==> src/shared/bso_consts.vh <==
`ifndef BSO_CONSTS_VH
`define BSO_CONSTS_VH
// register byte offsets
`define BSO_OFF_CTRL 12'h000
`define BSO_OFF_CFG 12'h004
`define BSO_OFF_STATUS 12'h008
`define BSO_OFF_IRQ_STAT 12'h00c
`define BSO_OFF_IRQ_MASK 12'h010
`define BSO_OFF_ERRCODE 12'h014
`define BSO_OFF_TICKDIV 12'h018
// ctrl fields
`define BSO_CTRL_FAULT 0
`define BSO_CTRL_UNLOCK 1
`define BSO_CTRL_COOL 2
`define BSO_CTRL_PCHG 3
// cfg fields
`define BSO_CFG_GREASE 0
`define BSO_CFG_PREIGN 1
`define BSO_CFG_RELIGHT 2
`define BSO_CFG_AIRMODE 3
`define BSO_CFG_PAUSE_FAULT 4
`define BSO_CFG_OPFN_LSB 8
`define BSO_CFG_OPFN_MSB 9
// operation output function selections
`define BSO_OPFN_OFF 2'h0
`define BSO_OPFN_RUN 2'h1
`define BSO_OPFN_GREASE 2'h2
`define BSO_OPFN_READY 2'h3
// irq bits
`define BSO_IRQ_ERROR 0
`define BSO_IRQ_RESTART 1
`define BSO_IRQ_TIMEOUT 2
`define BSO_IRQ_W 3
// timing: timebase rate, clock and reset divisor, then durations in seconds of the timebase
`define BSO_TICK_HZ 32'd1
`define BSO_CLK_HZ 32'd50000000
`define BSO_TICKDIV_RST 32'd49999999
`define BSO_PAUSE_SEC 16'd1800
`define BSO_AIRCHK_SEC 16'd120
`define BSO_CHAIN_SEC 16'd60
// program state codes
`define BSO_ST_ERROR 8'h00
`define BSO_ST_PAUSE1 8'h01
`define BSO_ST_PAUSE5 8'h05
`define BSO_ST_WAIT 8'h02
`define BSO_ST_AIRCHK 8'h03
`define BSO_ST_CHAIN 8'h04
`define BSO_ST_WDOG 8'h05
`define BSO_ST_CHAIN_FAIL 8'h25
// program phases beyond this block, given as inputs
`define BSO_PH_PREAER 3'h1
`define BSO_PH_IGNITE 3'h2
`define BSO_PH_STAB 3'h3
`define BSO_PH_OPER 3'h4
`define BSO_PH_SHUT 3'h5
`endif

==> src/core/bso_top.v <==
// What this block does
// - pressure build valve open only in pre-aeration
// - vent closed pre-aeration through stabilisation
// - ignition from state, optional pre-ignition
// - pilot relight restarts ignition burner
// - fan from state, cooling in fault/wait
// - operation output per function selection
// - alarm high in fault or lockout
// - error state shows error code
// - parameter mode halts, unlock steps
// - 30 minute pause timeout restart/fault
// - leave manual only after fifth pause
// - state two ready, waits heat request
// - air switch idle check, 2 min
// - safety chain free check, 1 min
// - watchdog loading, chain break to 25
//
// Our own choices: the APB register port and the register addresses.
`timescale 1ns/10ps
`include "bso_consts.vh"
module bso_top
(
    input wire SYS_CLK,
    input wire ARST_N,
    input wire PSEL,
    input wire PENABLE,
    input wire PWRITE,
    input wire [11:0] PADDR,
    input wire [31:0] PWDATA,
    output reg [31:0] PRDATA,
    output reg PREADY,
    output reg PSLVERR,
    input wire PARAM_MODE,
    input wire HEAT_REQ,
    input wire AIR_PRESSURE_SWITCH,
    input wire SAFETY_CHAIN,
    input wire LOCKED_OUT,
    input wire MAIN_OFF_REQ,
    input wire [2:0] LATER_PHASE,
    output reg PRESSURE_BUILD_VALVE,
    output reg VENT_VALVE,
    output reg IGNITION_OUTPUT,
    output reg FAN_AIR_VALVE_OUTPUT,
    output reg OPERATION_OUTPUT,
    output reg ALARM_OUTPUT,
    output reg WATCHDOG_ENABLE,
    output reg ERROR_PRESENT,
    output reg READY_OUT,
    output reg [7:0] DISPLAY_CODE,
    output reg IRQ
);

localparam S_ERROR = 7'b0000001;
localparam S_PAUSE = 7'b0000010;
localparam S_WAIT = 7'b0000100;
localparam S_AIRCHK = 7'b0001000;
localparam S_CHAIN = 7'b0010000;
localparam S_WDOG = 7'b0100000;
localparam S_LATER = 7'b1000000;

reg [6:0] state_r;
reg [6:0] state_nxt;
reg [2:0] pause_r;
reg [2:0] pause_nxt;
reg [15:0] sec_r;
reg [31:0] div_r;
reg tick_r;
reg [3:0] ctrl_r;
reg [9:0] cfg_r;
reg [2:0] irq_stat_r;
reg [2:0] irq_mask_r;
reg [7:0] errcode_r;
reg [31:0] tickdiv_r;
reg [2:0] ev_nxt;
reg relight_r;
reg [7:0] code_nxt;

wire wr_acc = PSEL & PENABLE & PWRITE;
wire rd_setup = PSEL & ~PENABLE & ~PWRITE;
wire unlock_pulse = wr_acc & (PADDR == `BSO_OFF_CTRL) & PWDATA[`BSO_CTRL_UNLOCK];
wire [1:0] opfn = cfg_r[`BSO_CFG_OPFN_MSB:`BSO_CFG_OPFN_LSB];
wire [7:0] pause_code = {5'h00, pause_r};
wire air_idle = AIR_PRESSURE_SWITCH ^ cfg_r[`BSO_CFG_AIRMODE];
wire in_preaer = (state_r == S_LATER) & (LATER_PHASE == `BSO_PH_PREAER);
wire in_grease_win = (state_r == S_LATER) & (LATER_PHASE >= `BSO_PH_PREAER)
    & (LATER_PHASE <= `BSO_PH_STAB);

function addr_ok;
    input [11:0] a;
    begin
        addr_ok = (a[1:0] == 2'h0) & (a <= `BSO_OFF_TICKDIV);
    end
endfunction

function timed_out;
    input [15:0] secs;
    input [15:0] limit;
    begin
        timed_out = secs >= limit;
    end
endfunction

////////////////////////////////////////////////////////////////////////////////
// timebase: one tick per second, divisor programmable for simulation
always @(posedge SYS_CLK or negedge ARST_N)
begin
    if (!ARST_N)
    begin
        div_r <= 32'h00000000;
        tick_r <= 1'b0;
    end
    else if (div_r >= tickdiv_r)
    begin
        div_r <= 32'h00000000;
        tick_r <= 1'b1;
    end
    else
    begin
        div_r <= div_r + 32'h00000001;
        tick_r <= 1'b0;
    end
end

////////////////////////////////////////////////////////////////////////////////
// sequencer
always @*
begin
    state_nxt = state_r;
    pause_nxt = pause_r;
    ev_nxt = 3'h0;
    case (state_r)
        S_ERROR:
        begin
            if (!ctrl_r[`BSO_CTRL_FAULT] && unlock_pulse && !LOCKED_OUT)
                state_nxt = S_WAIT;
        end
        S_PAUSE:
        begin
            if (timed_out(sec_r, `BSO_PAUSE_SEC))
            begin
                ev_nxt[`BSO_IRQ_TIMEOUT] = 1'b1;
                state_nxt = cfg_r[`BSO_CFG_PAUSE_FAULT] ? S_ERROR : S_WAIT;
                pause_nxt = 3'h1;
            end
            else if (!PARAM_MODE)
            begin
                // early exit with changed params keeps them unreleased
                if (pause_code < `BSO_ST_PAUSE5 && ctrl_r[`BSO_CTRL_PCHG])
                    state_nxt = S_ERROR;
                else if (pause_code == `BSO_ST_PAUSE5)
                    state_nxt = S_WAIT;
            end
            else if (unlock_pulse && pause_code != `BSO_ST_PAUSE5)
                pause_nxt = pause_r + 3'h1;
        end
        S_WAIT:
        begin
            if (PARAM_MODE)
            begin
                state_nxt = S_PAUSE;
                pause_nxt = 3'h1;
            end
            else if (HEAT_REQ)
                state_nxt = S_AIRCHK;
        end
        S_AIRCHK:
        begin
            if (air_idle)
                state_nxt = S_CHAIN;
            else if (timed_out(sec_r, `BSO_AIRCHK_SEC))
            begin
                ev_nxt[`BSO_IRQ_RESTART] = 1'b1;
                state_nxt = S_WAIT;
            end
        end
        S_CHAIN:
        begin
            if (!SAFETY_CHAIN)
                state_nxt = S_WDOG;
            else if (timed_out(sec_r, `BSO_CHAIN_SEC))
            begin
                ev_nxt[`BSO_IRQ_RESTART] = 1'b1;
                state_nxt = S_WAIT;
            end
        end
        S_WDOG:
        begin
            // relay output lags one edge; stay until it is energised
            if (WATCHDOG_ENABLE)
                state_nxt = S_LATER;
        end
        S_LATER:
        begin
            // the later program owns this exit
            if (!HEAT_REQ && LATER_PHASE == 3'h0)
                state_nxt = S_WAIT;
        end
        default:
        begin
            state_nxt = S_ERROR;
        end
    endcase
    if (ctrl_r[`BSO_CTRL_FAULT] || LOCKED_OUT)
        state_nxt = S_ERROR;
    if (state_nxt == S_ERROR && state_r != S_ERROR)
        ev_nxt[`BSO_IRQ_ERROR] = 1'b1;
end

always @*
begin
    case (state_r)
        S_ERROR: code_nxt = `BSO_ST_ERROR;
        S_PAUSE: code_nxt = pause_code;
        S_WAIT: code_nxt = `BSO_ST_WAIT;
        S_AIRCHK: code_nxt = `BSO_ST_AIRCHK;
        S_CHAIN: code_nxt = `BSO_ST_CHAIN;
        // chain only carries potential once the relay is energised
        S_WDOG: code_nxt = (SAFETY_CHAIN | ~WATCHDOG_ENABLE) ? `BSO_ST_WDOG
            : `BSO_ST_CHAIN_FAIL;
        default: code_nxt = {5'h10, LATER_PHASE};
    endcase
end

always @(posedge SYS_CLK or negedge ARST_N)
begin
    if (!ARST_N)
    begin
        state_r <= S_WAIT;
        pause_r <= 3'h1;
        sec_r <= 16'h0000;
        relight_r <= 1'b0;
    end
    else
    begin
        state_r <= state_nxt;
        pause_r <= pause_nxt;
        // any press or state change restarts the timeout
        if (state_nxt != state_r || pause_nxt != pause_r || unlock_pulse)
            sec_r <= 16'h0000;
        else if (tick_r && sec_r != 16'hffff)
            sec_r <= sec_r + 16'h0001;
        // relight holds only while the main burner stays off
        if (state_r == S_LATER && LATER_PHASE == `BSO_PH_OPER && MAIN_OFF_REQ
            && cfg_r[`BSO_CFG_RELIGHT])
            relight_r <= 1'b1;
        else if (state_r != S_LATER || !MAIN_OFF_REQ)
            relight_r <= 1'b0;
    end
end

////////////////////////////////////////////////////////////////////////////////
// outputs, all registered
always @(posedge SYS_CLK or negedge ARST_N)
begin
    if (!ARST_N)
    begin
        PRESSURE_BUILD_VALVE <= 1'b0;
        VENT_VALVE <= 1'b1;
        IGNITION_OUTPUT <= 1'b0;
        FAN_AIR_VALVE_OUTPUT <= 1'b0;
        OPERATION_OUTPUT <= 1'b0;
        ALARM_OUTPUT <= 1'b0;
        WATCHDOG_ENABLE <= 1'b0;
        ERROR_PRESENT <= 1'b0;
        READY_OUT <= 1'b0;
        DISPLAY_CODE <= 8'h00;
    end
    else
    begin
        PRESSURE_BUILD_VALVE <= cfg_r[`BSO_CFG_GREASE] & in_preaer;
        VENT_VALVE <= ~(cfg_r[`BSO_CFG_GREASE] & in_grease_win);
        IGNITION_OUTPUT <= (state_r == S_LATER) & ((LATER_PHASE == `BSO_PH_IGNITE)
            | (cfg_r[`BSO_CFG_PREIGN] & in_preaer) | relight_r);
        // fan relay must stay open during the chain check
        FAN_AIR_VALVE_OUTPUT <= ((state_r == S_LATER) & (LATER_PHASE != 3'h0))
            | (ctrl_r[`BSO_CTRL_COOL] & (state_r == S_ERROR | state_r == S_WAIT));
        case (opfn)
            `BSO_OPFN_RUN: OPERATION_OUTPUT <= (state_r == S_LATER)
                & (LATER_PHASE == `BSO_PH_OPER);
            `BSO_OPFN_GREASE: OPERATION_OUTPUT <= cfg_r[`BSO_CFG_GREASE] & in_preaer;
            `BSO_OPFN_READY: OPERATION_OUTPUT <= state_r == S_WAIT;
            default: OPERATION_OUTPUT <= 1'b0;
        endcase
        ALARM_OUTPUT <= (state_r == S_ERROR) | LOCKED_OUT;
        WATCHDOG_ENABLE <= (state_r == S_WDOG) | (state_r == S_LATER);
        ERROR_PRESENT <= state_r == S_ERROR;
        READY_OUT <= state_r == S_WAIT;
        DISPLAY_CODE <= (state_r == S_ERROR) ? errcode_r : code_nxt;
    end
end

////////////////////////////////////////////////////////////////////////////////
// apb slave, zero wait states
always @(posedge SYS_CLK or negedge ARST_N)
begin
    if (!ARST_N)
    begin
        ctrl_r <= 4'h0;
        cfg_r <= 10'h000;
        irq_stat_r <= 3'h0;
        irq_mask_r <= 3'h0;
        errcode_r <= 8'h00;
        tickdiv_r <= `BSO_TICKDIV_RST;
        PRDATA <= 32'h00000000;
        PREADY <= 1'b0;
        PSLVERR <= 1'b0;
        IRQ <= 1'b0;
    end
    else
    begin
        PREADY <= PSEL & ~PENABLE;
        PSLVERR <= PSEL & ~PENABLE & ~addr_ok(PADDR);
        // set wins over write-one-clear
        irq_stat_r <= (irq_stat_r & ~((wr_acc && PADDR == `BSO_OFF_IRQ_STAT)
            ? PWDATA[2:0] : 3'h0)) | ev_nxt;
        IRQ <= |(irq_stat_r & irq_mask_r);
        if (wr_acc)
        begin
            case (PADDR)
                `BSO_OFF_CTRL: ctrl_r <= {PWDATA[3:2], 1'b0, PWDATA[0]};
                `BSO_OFF_CFG: cfg_r <= PWDATA[9:0];
                `BSO_OFF_IRQ_MASK: irq_mask_r <= PWDATA[2:0];
                `BSO_OFF_ERRCODE: errcode_r <= PWDATA[7:0];
                `BSO_OFF_TICKDIV: tickdiv_r <= PWDATA;
                default: ;
            endcase
        end
        if (rd_setup)
        begin
            case (PADDR)
                `BSO_OFF_CTRL: PRDATA <= {28'h0000000, ctrl_r};
                `BSO_OFF_CFG: PRDATA <= {22'h000000, cfg_r};
                `BSO_OFF_STATUS: PRDATA <= {16'h0000, DISPLAY_CODE, 1'b0, state_r};
                `BSO_OFF_IRQ_STAT: PRDATA <= {29'h00000000, irq_stat_r};
                `BSO_OFF_IRQ_MASK: PRDATA <= {29'h00000000, irq_mask_r};
                `BSO_OFF_ERRCODE: PRDATA <= {24'h000000, errcode_r};
                `BSO_OFF_TICKDIV: PRDATA <= tickdiv_r;
                default: PRDATA <= 32'h00000000;
            endcase
        end
    end
end

endmodule // bso_top

==> config.mk <==
export PLATFORM = sky130hd
export DESIGN_NAME = bso_top
export DESIGN_NICKNAME = d
export VERILOG_FILES = /design/src/core/bso_top.v
export VERILOG_INCLUDE_DIRS = /design/src /design/src/shared
export SDC_FILE = /design/constraint.sdc
export NUM_CORES = 1
export LEC_CHECK = 0
export BUFFER_PORTS_ARGS = -buffer_cell sky130_fd_sc_hd__clkbuf_2
export CAP_MARGIN = 10
export CORE_MARGIN = 10
export CORE_UTILIZATION = 59
export CTS_BUF_LIST = sky130_fd_sc_hd__clkbuf_16
export CTS_CLUSTER_DIAMETER = 30
export DETAILED_ROUTE_END_ITERATION = 10
export PLACE_DENSITY = 0.9
export SLEW_MARGIN = 20
export SYNTH_ARGS = -nofsm -noshare
export SYNTH_HDL_FRONTEND = slang
export SYNTH_SLANG_ARGS = --single-unit
==> constraint.sdc <==
create_clock -name SYS_CLK -period 3.1 [get_ports SYS_CLK]
set_input_delay 0.31 -clock SYS_CLK [delete_from_list [all_inputs] [get_ports SYS_CLK]]
set_output_delay 0.31 -clock SYS_CLK [all_outputs]
set_load 0.05 [all_outputs]
# Word-level counts from Yosys, hierarchy flattened
# Cells that the tools add are included.
# word_totals
output_inout_bits,52
romBits,0
memories,0
latch_bits,0
reg_bits,171
in_bits,58
word_cells,171
ram_bits,0
# classes
reduce_logical,31
n_addsub,3
mul,0
n_div,0
n_mux,41
magnitude_cmp,8
n_bitwise,35
shift,0
n_eq_ne,27
# ops
op,n
$pmux W32 S7,1
$mux W7,14
$pmux W7 S7,1
$pmux W8 S5,1
$eq A12 B5 Y1 const B,3
$add A32 B1 Y32 const B,1
$ge A32 B32 Y1,1
$mux W16,2
$mux W32,1
$eq A12 B4 Y1 const B,2
$and A1 B1 Y1,18
$mux W3,6
$add A16 B1 Y16 const B,1
$ge A16 B11 Y1 const B,1
$ge A16 B6 Y1 const B,1
$ge A16 B7 Y1 const B,1
$ne A16 B16 Y1 const B,1
$eq A7 B1 Y1 const B,2
$eq A12 B3 Y1 const B,1
$le A12 B5 Y1 const B,1
$logic_not A12 Y1,1
$logic_and A1 B1 Y1,11
$mux W1,10
$reduce_and A2 Y1,5
38 further kinds,58

# Longest topological paths before layout
# Gate-level depths: netlist of the first run.
# logic_depth
word_depth,13
ltp_mapped,11
ltp_nobuf,9

# Worst setup path before layout of the first run
# Ideal clock, no wire load.
# synth_timing
path_kind,reg-to-reg
start,reg state_r[0]
end,reg sec_r[10]
required_ps,3020
arrival_ps,2578
stages_incl_launch_ff,10
period_less_slack_ps,2658
setup_time_ps,80
slack_ps,442
n_path_buf,2
cell_sequence,dfrtp_1 or4_1 buf_6 or3_4 nand2_4 o21ai_4 a311oi_4 o2111ai_4 buf_6 nor3_2
# synth_via
elab_chain_len,10
word_cells_on_any_way,29
cone_classes,eq/ne: 9; mux: 17; reduce/logical: 3
# synth_rtl
item,line_no,rtl
"start, declared",bso_top.v:61,reg [6:0] state_r;
"start signal, assigned",bso_top.v:235,state_r <= state_nxt;
$mux W7,bso_top.v:150,else if (pause_code == `BSO_ST_PAUSE5)
$mux W7,bso_top.v:148,if (pause_code < `BSO_ST_PAUSE5 && ctrl_r[`BSO_CTRL_PCHG])
$mux W7,bso_top.v:145,else if (!PARAM_MODE)
$mux W7,bso_top.v:139,"if (timed_out(sec_r, `BSO_PAUSE_SEC))"
$pmux W7 S7,bso_top.v:131,case (state_r)
$mux W7,bso_top.v:203,if (ctrl_r[`BSO_CTRL_FAULT] || LOCKED_OUT)
$ne A7 B7 Y1,bso_top.v:238,if (state_nxt != state_r || pause_nxt != pause_r || unlock_pulse)
$logic_or A1 B1 Y1 (*) (2 in a row),bso_top.v:238,
$mux W16 or $reduce_bool A2 Y1 (tied branches),n/a,
"end signal, assigned",bso_top.v:241,sec_r <= sec_r + 16'h0001;
"end, declared",bso_top.v:65,reg [15:0] sec_r;
# Mark *: on every way between the ends. The rest lies on a longest branch, timed or not.
# A chain may end at the register's enable or synchronous reset.

# Worst setup path in the final report of the first run
# layout_timing
start,reg state_r[2]
end,reg sec_r[3]
# Same word-level chain as after synthesis.

==> flow_metrics.env, run 1 <==
export IMPL_hp_class="in -> reg"
export IMPL_p_total_mw=4.44
export IMPL_yosys_top_cells_area="dfrtp_1, dfstp_2, ha_1"
export IMPL_drt_first_pass_iters=8
export IMPL_wire_per_inst_um=20.3
export IMPL_synth_area_leader_cell="dfrtp_1"
export IMPL_ioPinCount=110
export IMPL_cts_sinks=171
export IMPL_pre_cts_slack_ps=371
export IMPL_clk_path_buf_depth=2
export IMPL_die_y_um=144
export IMPL_ys_seq_area_share_pct=47.7
export IMPL_holdBufCountCts=1
export IMPL_dieArea_um2=20600
export IMPL_cts_tree="done"
export IMPL_vias_per_cell=6.20
export IMPL_post_cts_buffers=0
export IMPL_fmax_mhz=359
export IMPL_fin_ws_ps=317
export IMPL_syn_area_um2=9020
export IMPL_run_status="completed"
export IMPL_drt_iter0_drc=887
export IMPL_fin_crit_ps=2780
export IMPL_ctsRootBufferMaster="clkbuf_16"
export IMPL_antenna_left=0
export IMPL_crit_type="reg -> reg"
export IMPL_arrival_ps=3130
export IMPL_grt_util_all_layers_pct=25.2
export IMPL_grt_first_pass_wirelength_um=40800
export IMPL_whs_ps=71.5
export IMPL_final_common_cell="dfrtp_1"
export IMPL_synthCells=924
export IMPL_overflow=0
export IMPL_drive_gt1_share_pct=23.8
export IMPL_synth_edf_count=0
export IMPL_synth_fp_nets=1019
export IMPL_portBuffers=109
export IMPL_dp_hpwl_um=18900
export IMPL_h_tree_depth=4
export IMPL_coreArea_um2=15100
export IMPL_p_per_area_nw_per_um2=424
export IMPL_cp_end_kind="register"
export IMPL_finish_instance_area_um2=10500
export IMPL_ys_flop_type="dfrtp_1"
export IMPL_report_final_slew_viol_count=0
export IMPL_final_util_pct=69.4
export IMPL_startpoint_type="register"
export IMPL_syn_to_final_growth_pct=16.0
export IMPL_synth_top_cell_area_share_pct=41.6
export IMPL_finalWirelength_um=25400
export IMPL_n_antenna_cell=0
export IMPL_rsz0062_at_grt="no"
export IMPL_dpl_cell_count=1217
export IMPL_clock_latency_ps=440
export IMPL_grt_max_degree=60
export IMPL_cts_buffers=17
export IMPL_final_cell_count_no_fill=1250
export IMPL_p_leak_nw=5.09
export IMPL_async_flop_share_pct=100
export IMPL_ir_worst_vdd_mv=0.405
export IMPL_nNetsFinal=1144
export IMPL_rows=45
export IMPL_yosys_warnings=0
export IMPL_tns_ps=0
export IMPL_die_x_um=144
export IMPL_first_global_vias=7599
export IMPL_globalplace_congestion=1.01
export IMPL_timing_final_crit_share_pct=89.8
export IMPL_synth_distinct_cells=76
export IMPL_required_ps=3450
export IMPL_start_util_pct=59.8
export IMPL_worst_slew_pin_slew_ps=859
export IMPL_setup_violations=0
export IMPL_skew_ps=11.1
export IMPL_syn_avg_cell_area_um2=9.76
export IMPL_ys_ff_latch=171
export IMPL_hold_viol=0
export IMPL_maxCapViolations=0
export IMPL_critical_path_max_fanout=16
export IMPL_clkTransAtPathRegs_ps=70
export IMPL_place_area_um2=9900
export IMPL_cts_resized_gates=0
export IMPL_antenna_found_initial=0
export IMPL_vias=7755
export IMPL_drc_errors=0
export IMPL_final_cell_mix="dfrtp_1, nand2_1, clkbuf_2"
export IMPL_max_slew_margin_rel_pct=42.2
==> power breakdown <==
part	switching, mW	internal [mW]
Clock	0.971	1.05
Sequential	0.00164	2.23
Combinational	0.124	0.0549
Total	1.10	3.34
==> path summary, 6_finish.rpt <==
path | end | cells past startpoint | start | slack [ps]
min | tickdiv_r[19] | 3 | PWDATA[19] | 70
min in group asynchronous | tickdiv_r[29] | 2 | ARST_N | 390
min reg2reg | PRDATA[28] | 2 | PRDATA[28] | 480
max in group asynchronous | tickdiv_r[20] | 3 | ARST_N | 1800
max | sec_r[3] | 7 | state_r[2] | 320
max reg2reg | sec_r[3] | 7 | state_r[2] | 320
==> cell families after synthesis <==
group / share of synthesized area (%)
adder cells (fa/ha/maj): 5.13
XOR/XNOR: 4.66
AND/OR/NAND/NOR: 20.5
flip-flops: 47.7
AO/OA/AOI/OAI: 13.7
multiplexers: 3.97
buffers and inverters: 4.33
==> synth_stat cells (all sizes together), types with 3 or more instances <==
cell type	instances
mux2	25
or3	3
o211ai	6
a22oi	7
nand3	29
a222oi	6
nor2	74
a2111oi	4
inv	51
xor2	29
o31ai	3
and2	7
dfstp	21
a22o	4
a31oi	5
nand4	25
a221oi	6
o22ai	5
clkbuf	25
nand3b	4
a311oi	3
o21ai	90
a21o	12
and4	4
nand2	122
a211oi	5
a21oi	18
nor4	14
a21boi	3
buf	9
or2	5
xnor2	19
mux2i	5
or4	5
dfrtp	150
and3	12
nor2b	5
ha	37
nor3	36
nand2b	11
==> cell type report <==
cell class / instances / area [um^2]
multi-input combinational: 667 / 4330
tap: 188 / 235
sequential: 171 / 4310
clock buffer: 17 / 425
fill: 1065 / 4620
inverter: 51 / 191
clock inverter: 15 / 133
timing repair buffer: 141 / 845
==> flip-flops by register name (all words and copies together), names as in the netlist, 7 cells and up <==
register	count
tickdiv_r	32
div_r	32
DISPLAY_CODE	8
PRDATA	32
cfg_r	10
sec_r	16
errcode_r	8
state_r	7
==> worst max-delay path: stages (launching register included) <==
cell and delay (ps):
dfstp_2 610, or4b_2 670, nor4_1 280, nor3_1 140, a2111oi_4 410, o2111ai_4 180
buf_12 200, nor3_1 200
==> per-layer routing <==
metal | GRT usage [%] | routed length (um) | vias up
li1 | - | - | 3533
met1 | 32.8 | 10400 | 3740
met2 | 39.8 | 11900 | 417
met3 | 6.04 | 2400 | 65
met4 | 9.46 | 792 | 0
met5 | 0 | 0 | -
Note: power is estimated with default switching activity, not from simulation.
==> run 2: changes to the inputs <==
--- a/config.mk
+++ b/config.mk
@@ -8,12 +8,15 @@
 export LEC_CHECK = 0
 export BUFFER_PORTS_ARGS = -buffer_cell sky130_fd_sc_hd__clkbuf_2
 export CAP_MARGIN = 10
+export CELL_PAD_IN_SITES_DETAIL_PLACEMENT = 1
+export CELL_PAD_IN_SITES_GLOBAL_PLACEMENT = 2
 export CORE_MARGIN = 10
-export CORE_UTILIZATION = 59
+export CORE_UTILIZATION = 37
 export CTS_BUF_LIST = sky130_fd_sc_hd__clkbuf_16
 export CTS_CLUSTER_DIAMETER = 30
 export DETAILED_ROUTE_END_ITERATION = 10
-export PLACE_DENSITY = 0.9
+export PLACE_DENSITY = 0.89
+export SKIP_LAST_GASP = 1
 export SLEW_MARGIN = 20
 export SYNTH_ARGS = -nofsm -noshare
 export SYNTH_HDL_FRONTEND = slang
==> run 2 against run 1 <==
Effect of this change:
- wire length increased by 10%
- total power up 2.5%
- clock skew shrank 2.0 ps
- critical path depth is the same
- first-iteration DRC count decreased by 34%
- clock power grew 5%
- die area rose by 50%
- sequential power about the same
==> flow_metrics.env, run 2 (synthesized netlist as in run 1, its figures left out) <==
export IMPL_run_status="completed"
export IMPL_wire_per_inst_um=20.1
export IMPL_pre_cts_slack_ps=254
export IMPL_antenna_left=0
export IMPL_worst_slew_pin_slew_ps=806
export IMPL_setup_violations=0
export IMPL_p_per_area_nw_per_um2=426
export IMPL_hp_class="in -> reg"
export IMPL_p_leak_nw=5.12
export IMPL_coreArea_um2=24200
export IMPL_cpLargestDelayFamily="simple AND/OR/NAND/NOR gates"
export IMPL_cts_tree="done"
export IMPL_drive_gt1_share_pct=23.8
export IMPL_ir_worst_vdd_mv=0.261
export IMPL_grt_util_all_layers_pct=18.2
export IMPL_rows=57
export IMPL_cts_sinks=171
export IMPL_dp_hpwl_um=21200
export IMPL_power_switching_mw=1.08
export IMPL_hold_path_depth=3
export IMPL_tns_ps=0
export IMPL_die_x_um=176
export IMPL_overflow=0
export IMPL_vias_per_cell=5.40
export IMPL_antenna_found_initial=1
export IMPL_hold_end="relight_r"
export IMPL_cpPeakStageDelay_ps=670
export IMPL_cp_end_kind="register"
export IMPL_start_util_pct=37.3
export IMPL_r2r_end="sec_r[2]"
export IMPL_timing_final_crit_share_pct=91.9
export IMPL_slowest_stage="or4b_2"
export IMPL_final_cell_mix="dfrtp_1, nand2_1, clkbuf_2"
export IMPL_h_tree_depth=4
export IMPL_clkPwrFrac_pct=46.9
export IMPL_hold_path_startpoint="MAIN_OFF_REQ"
export IMPL_nNetsFinal=1148
export IMPL_cts_resized_gates=0
export IMPL_rsz0062_at_grt="no"
export IMPL_critical_path_max_fanout=16
export IMPL_globalplace_congestion=0.951
export IMPL_startpoint_type="register"
export IMPL_top_regs="PRDATA x32, div_r x32, tickdiv_r x32"
export IMPL_p_sw_share_pct=23.6
export IMPL_vias=7521
export IMPL_path_cells="or4b_2 > nor4_1 > nor3_1 > a2111oi_4 > o2111ai_4 > buf_4 > nor3_1"
export IMPL_maxCapViolations=0
export IMPL_p_int_mw=3.48
export IMPL_clkTransAtPathRegs_ps=70
export IMPL_ioPinCount=110
export IMPL_clk_path_buf_depth=2
export IMPL_post_cts_buffers=0
export IMPL_required_ps=3450
export IMPL_fmax_mhz=351
export IMPL_drt_iter0_drc=589
export IMPL_crit_type="reg -> reg"
export IMPL_grt_first_pass_wirelength_um=44700
export IMPL_final_common_cell="dfrtp_1"
export IMPL_combPwrFrac_pct=3.9
export IMPL_ctsRootBufferMaster="clkbuf_16"
export IMPL_skew_ps=9.06
export IMPL_rr_worst_depth=7
export IMPL_clock_latency_ps=440
export IMPL_syn_to_final_growth_pct=18.4
export IMPL_seq_power_share_pct=49.1
export IMPL_portBuffers=109
export IMPL_dieArea_um2=31000
export IMPL_first_global_vias=7859
export IMPL_max_slew_margin_rel_pct=45.8
export IMPL_die_y_um=176
export IMPL_arrival_ps=3200
export IMPL_drc_errors=0
export IMPL_critical_path_depth=7
export IMPL_holdBufCountCts=1
export IMPL_cts_buffers=17
export IMPL_fin_crit_ps=2850
export IMPL_r2r_slack_ps=250
export IMPL_r2r_start="state_r[2]"
export IMPL_cpMostUsedCell="nor3_1"
export IMPL_report_final_slew_viol_count=0
export IMPL_hold_viol=0
export IMPL_grt_max_degree=74
export IMPL_path_buf_inv=1
export IMPL_fin_ws_ps=251
export IMPL_drt_first_pass_iters=5
export IMPL_finalWirelength_um=28000
==> run 2: cell types whose count changed in the layout (fill, tap and decap cells not counted) <==
cell	before	now
buf_12	4	3
buf_4	27	32
bufinv_16	0	2
clkinv_1	0	2
clkinv_2	3	2
clkinv_8	1	0
diode_2	0	2
inv_1	51	52
inv_8	3	0
==> run 2: layout make-up <==
cell class                      count  area, um^2
Timing Repair Buffer              145         862
Multi-Input combinational cell    667        4330
Clock buffer                       17         425
Clock inverter                     15         149
Sequential cell                   171        4310
Fill cell                        2782       13500
Inverter                           51         191
Antenna cell                        2        5.00
Tap cell                          324         405
==> run 2: layer usage <==
layer / GRT usage (%) / vias up / routed length [um]
met1: 24.6 / 3763 / 13200
met3: 4.23 / 37 / 1470
met5: 0 / - / 0
li1: - / 3539 / -
met2: 28.3 / 182 / 12600
met4: 5.97 / 0 / 637
==> run 2: worst register-to-register path, delay by kind of cell, from the launching register on <==
| family | cells | cell delay [ps] |
|---|---|---|
| and+or+nand+nor | 4 | 1320 |
| buffers and inverters | 1 | 240 |
| DFF | 1 | 620 |
| AOI/OAI and AO/OA | 2 | 580 |
==> run 2: through the flow <==
step / hold slack [ps] / area [um^2] / cells / utilization, % / total power, mW
after floorplan: 14.4 / 9020 / 924 / - / 2.33
after global placement: 384 / 10100 / 1357 / 41.7 / 2.46
after detailed placement: 391 / 10100 / 1357 / 41.7 / 2.46
after CTS: 66.2 / 10700 / 1390 / 44.1 / 4.60
after global routing: 82.0 / 10700 / 1391 / 44.1 / 4.72
final: 77.5 / 10700 / 1392 / 44.2 / 4.55
==> run 2: worst max-delay path by stage <==
stage / end / slack, ps / startpoint
6_report: sec_r[2] / 250 / state_r[2]
5_1_grt: sec_r[3] / 50 / state_r[2]
4_1_cts: sec_r[2] / 250 / state_r[2]
3_5_place_dp: sec_r[2] / 250 / state_r[2]
3_3_place_gp: sec_r[2] / 340 / state_r[2]
2_1_floorplan: sec_r[10] / 440 / state_r[0]
==> run 2: power by group through the flow <==
stage | Sequential [mW] | Combinational, mW | Clock [mW]
2_1_floorplan | 2.28 | 0.0496 | 0
3_3_place_gp | 2.28 | 0.180 | 0
3_5_place_dp | 2.28 | 0.182 | 0
4_1_cts | 2.24 | 0.183 | 2.18
5_1_grt | 2.24 | 0.199 | 2.28
6_report | 2.24 | 0.179 | 2.14
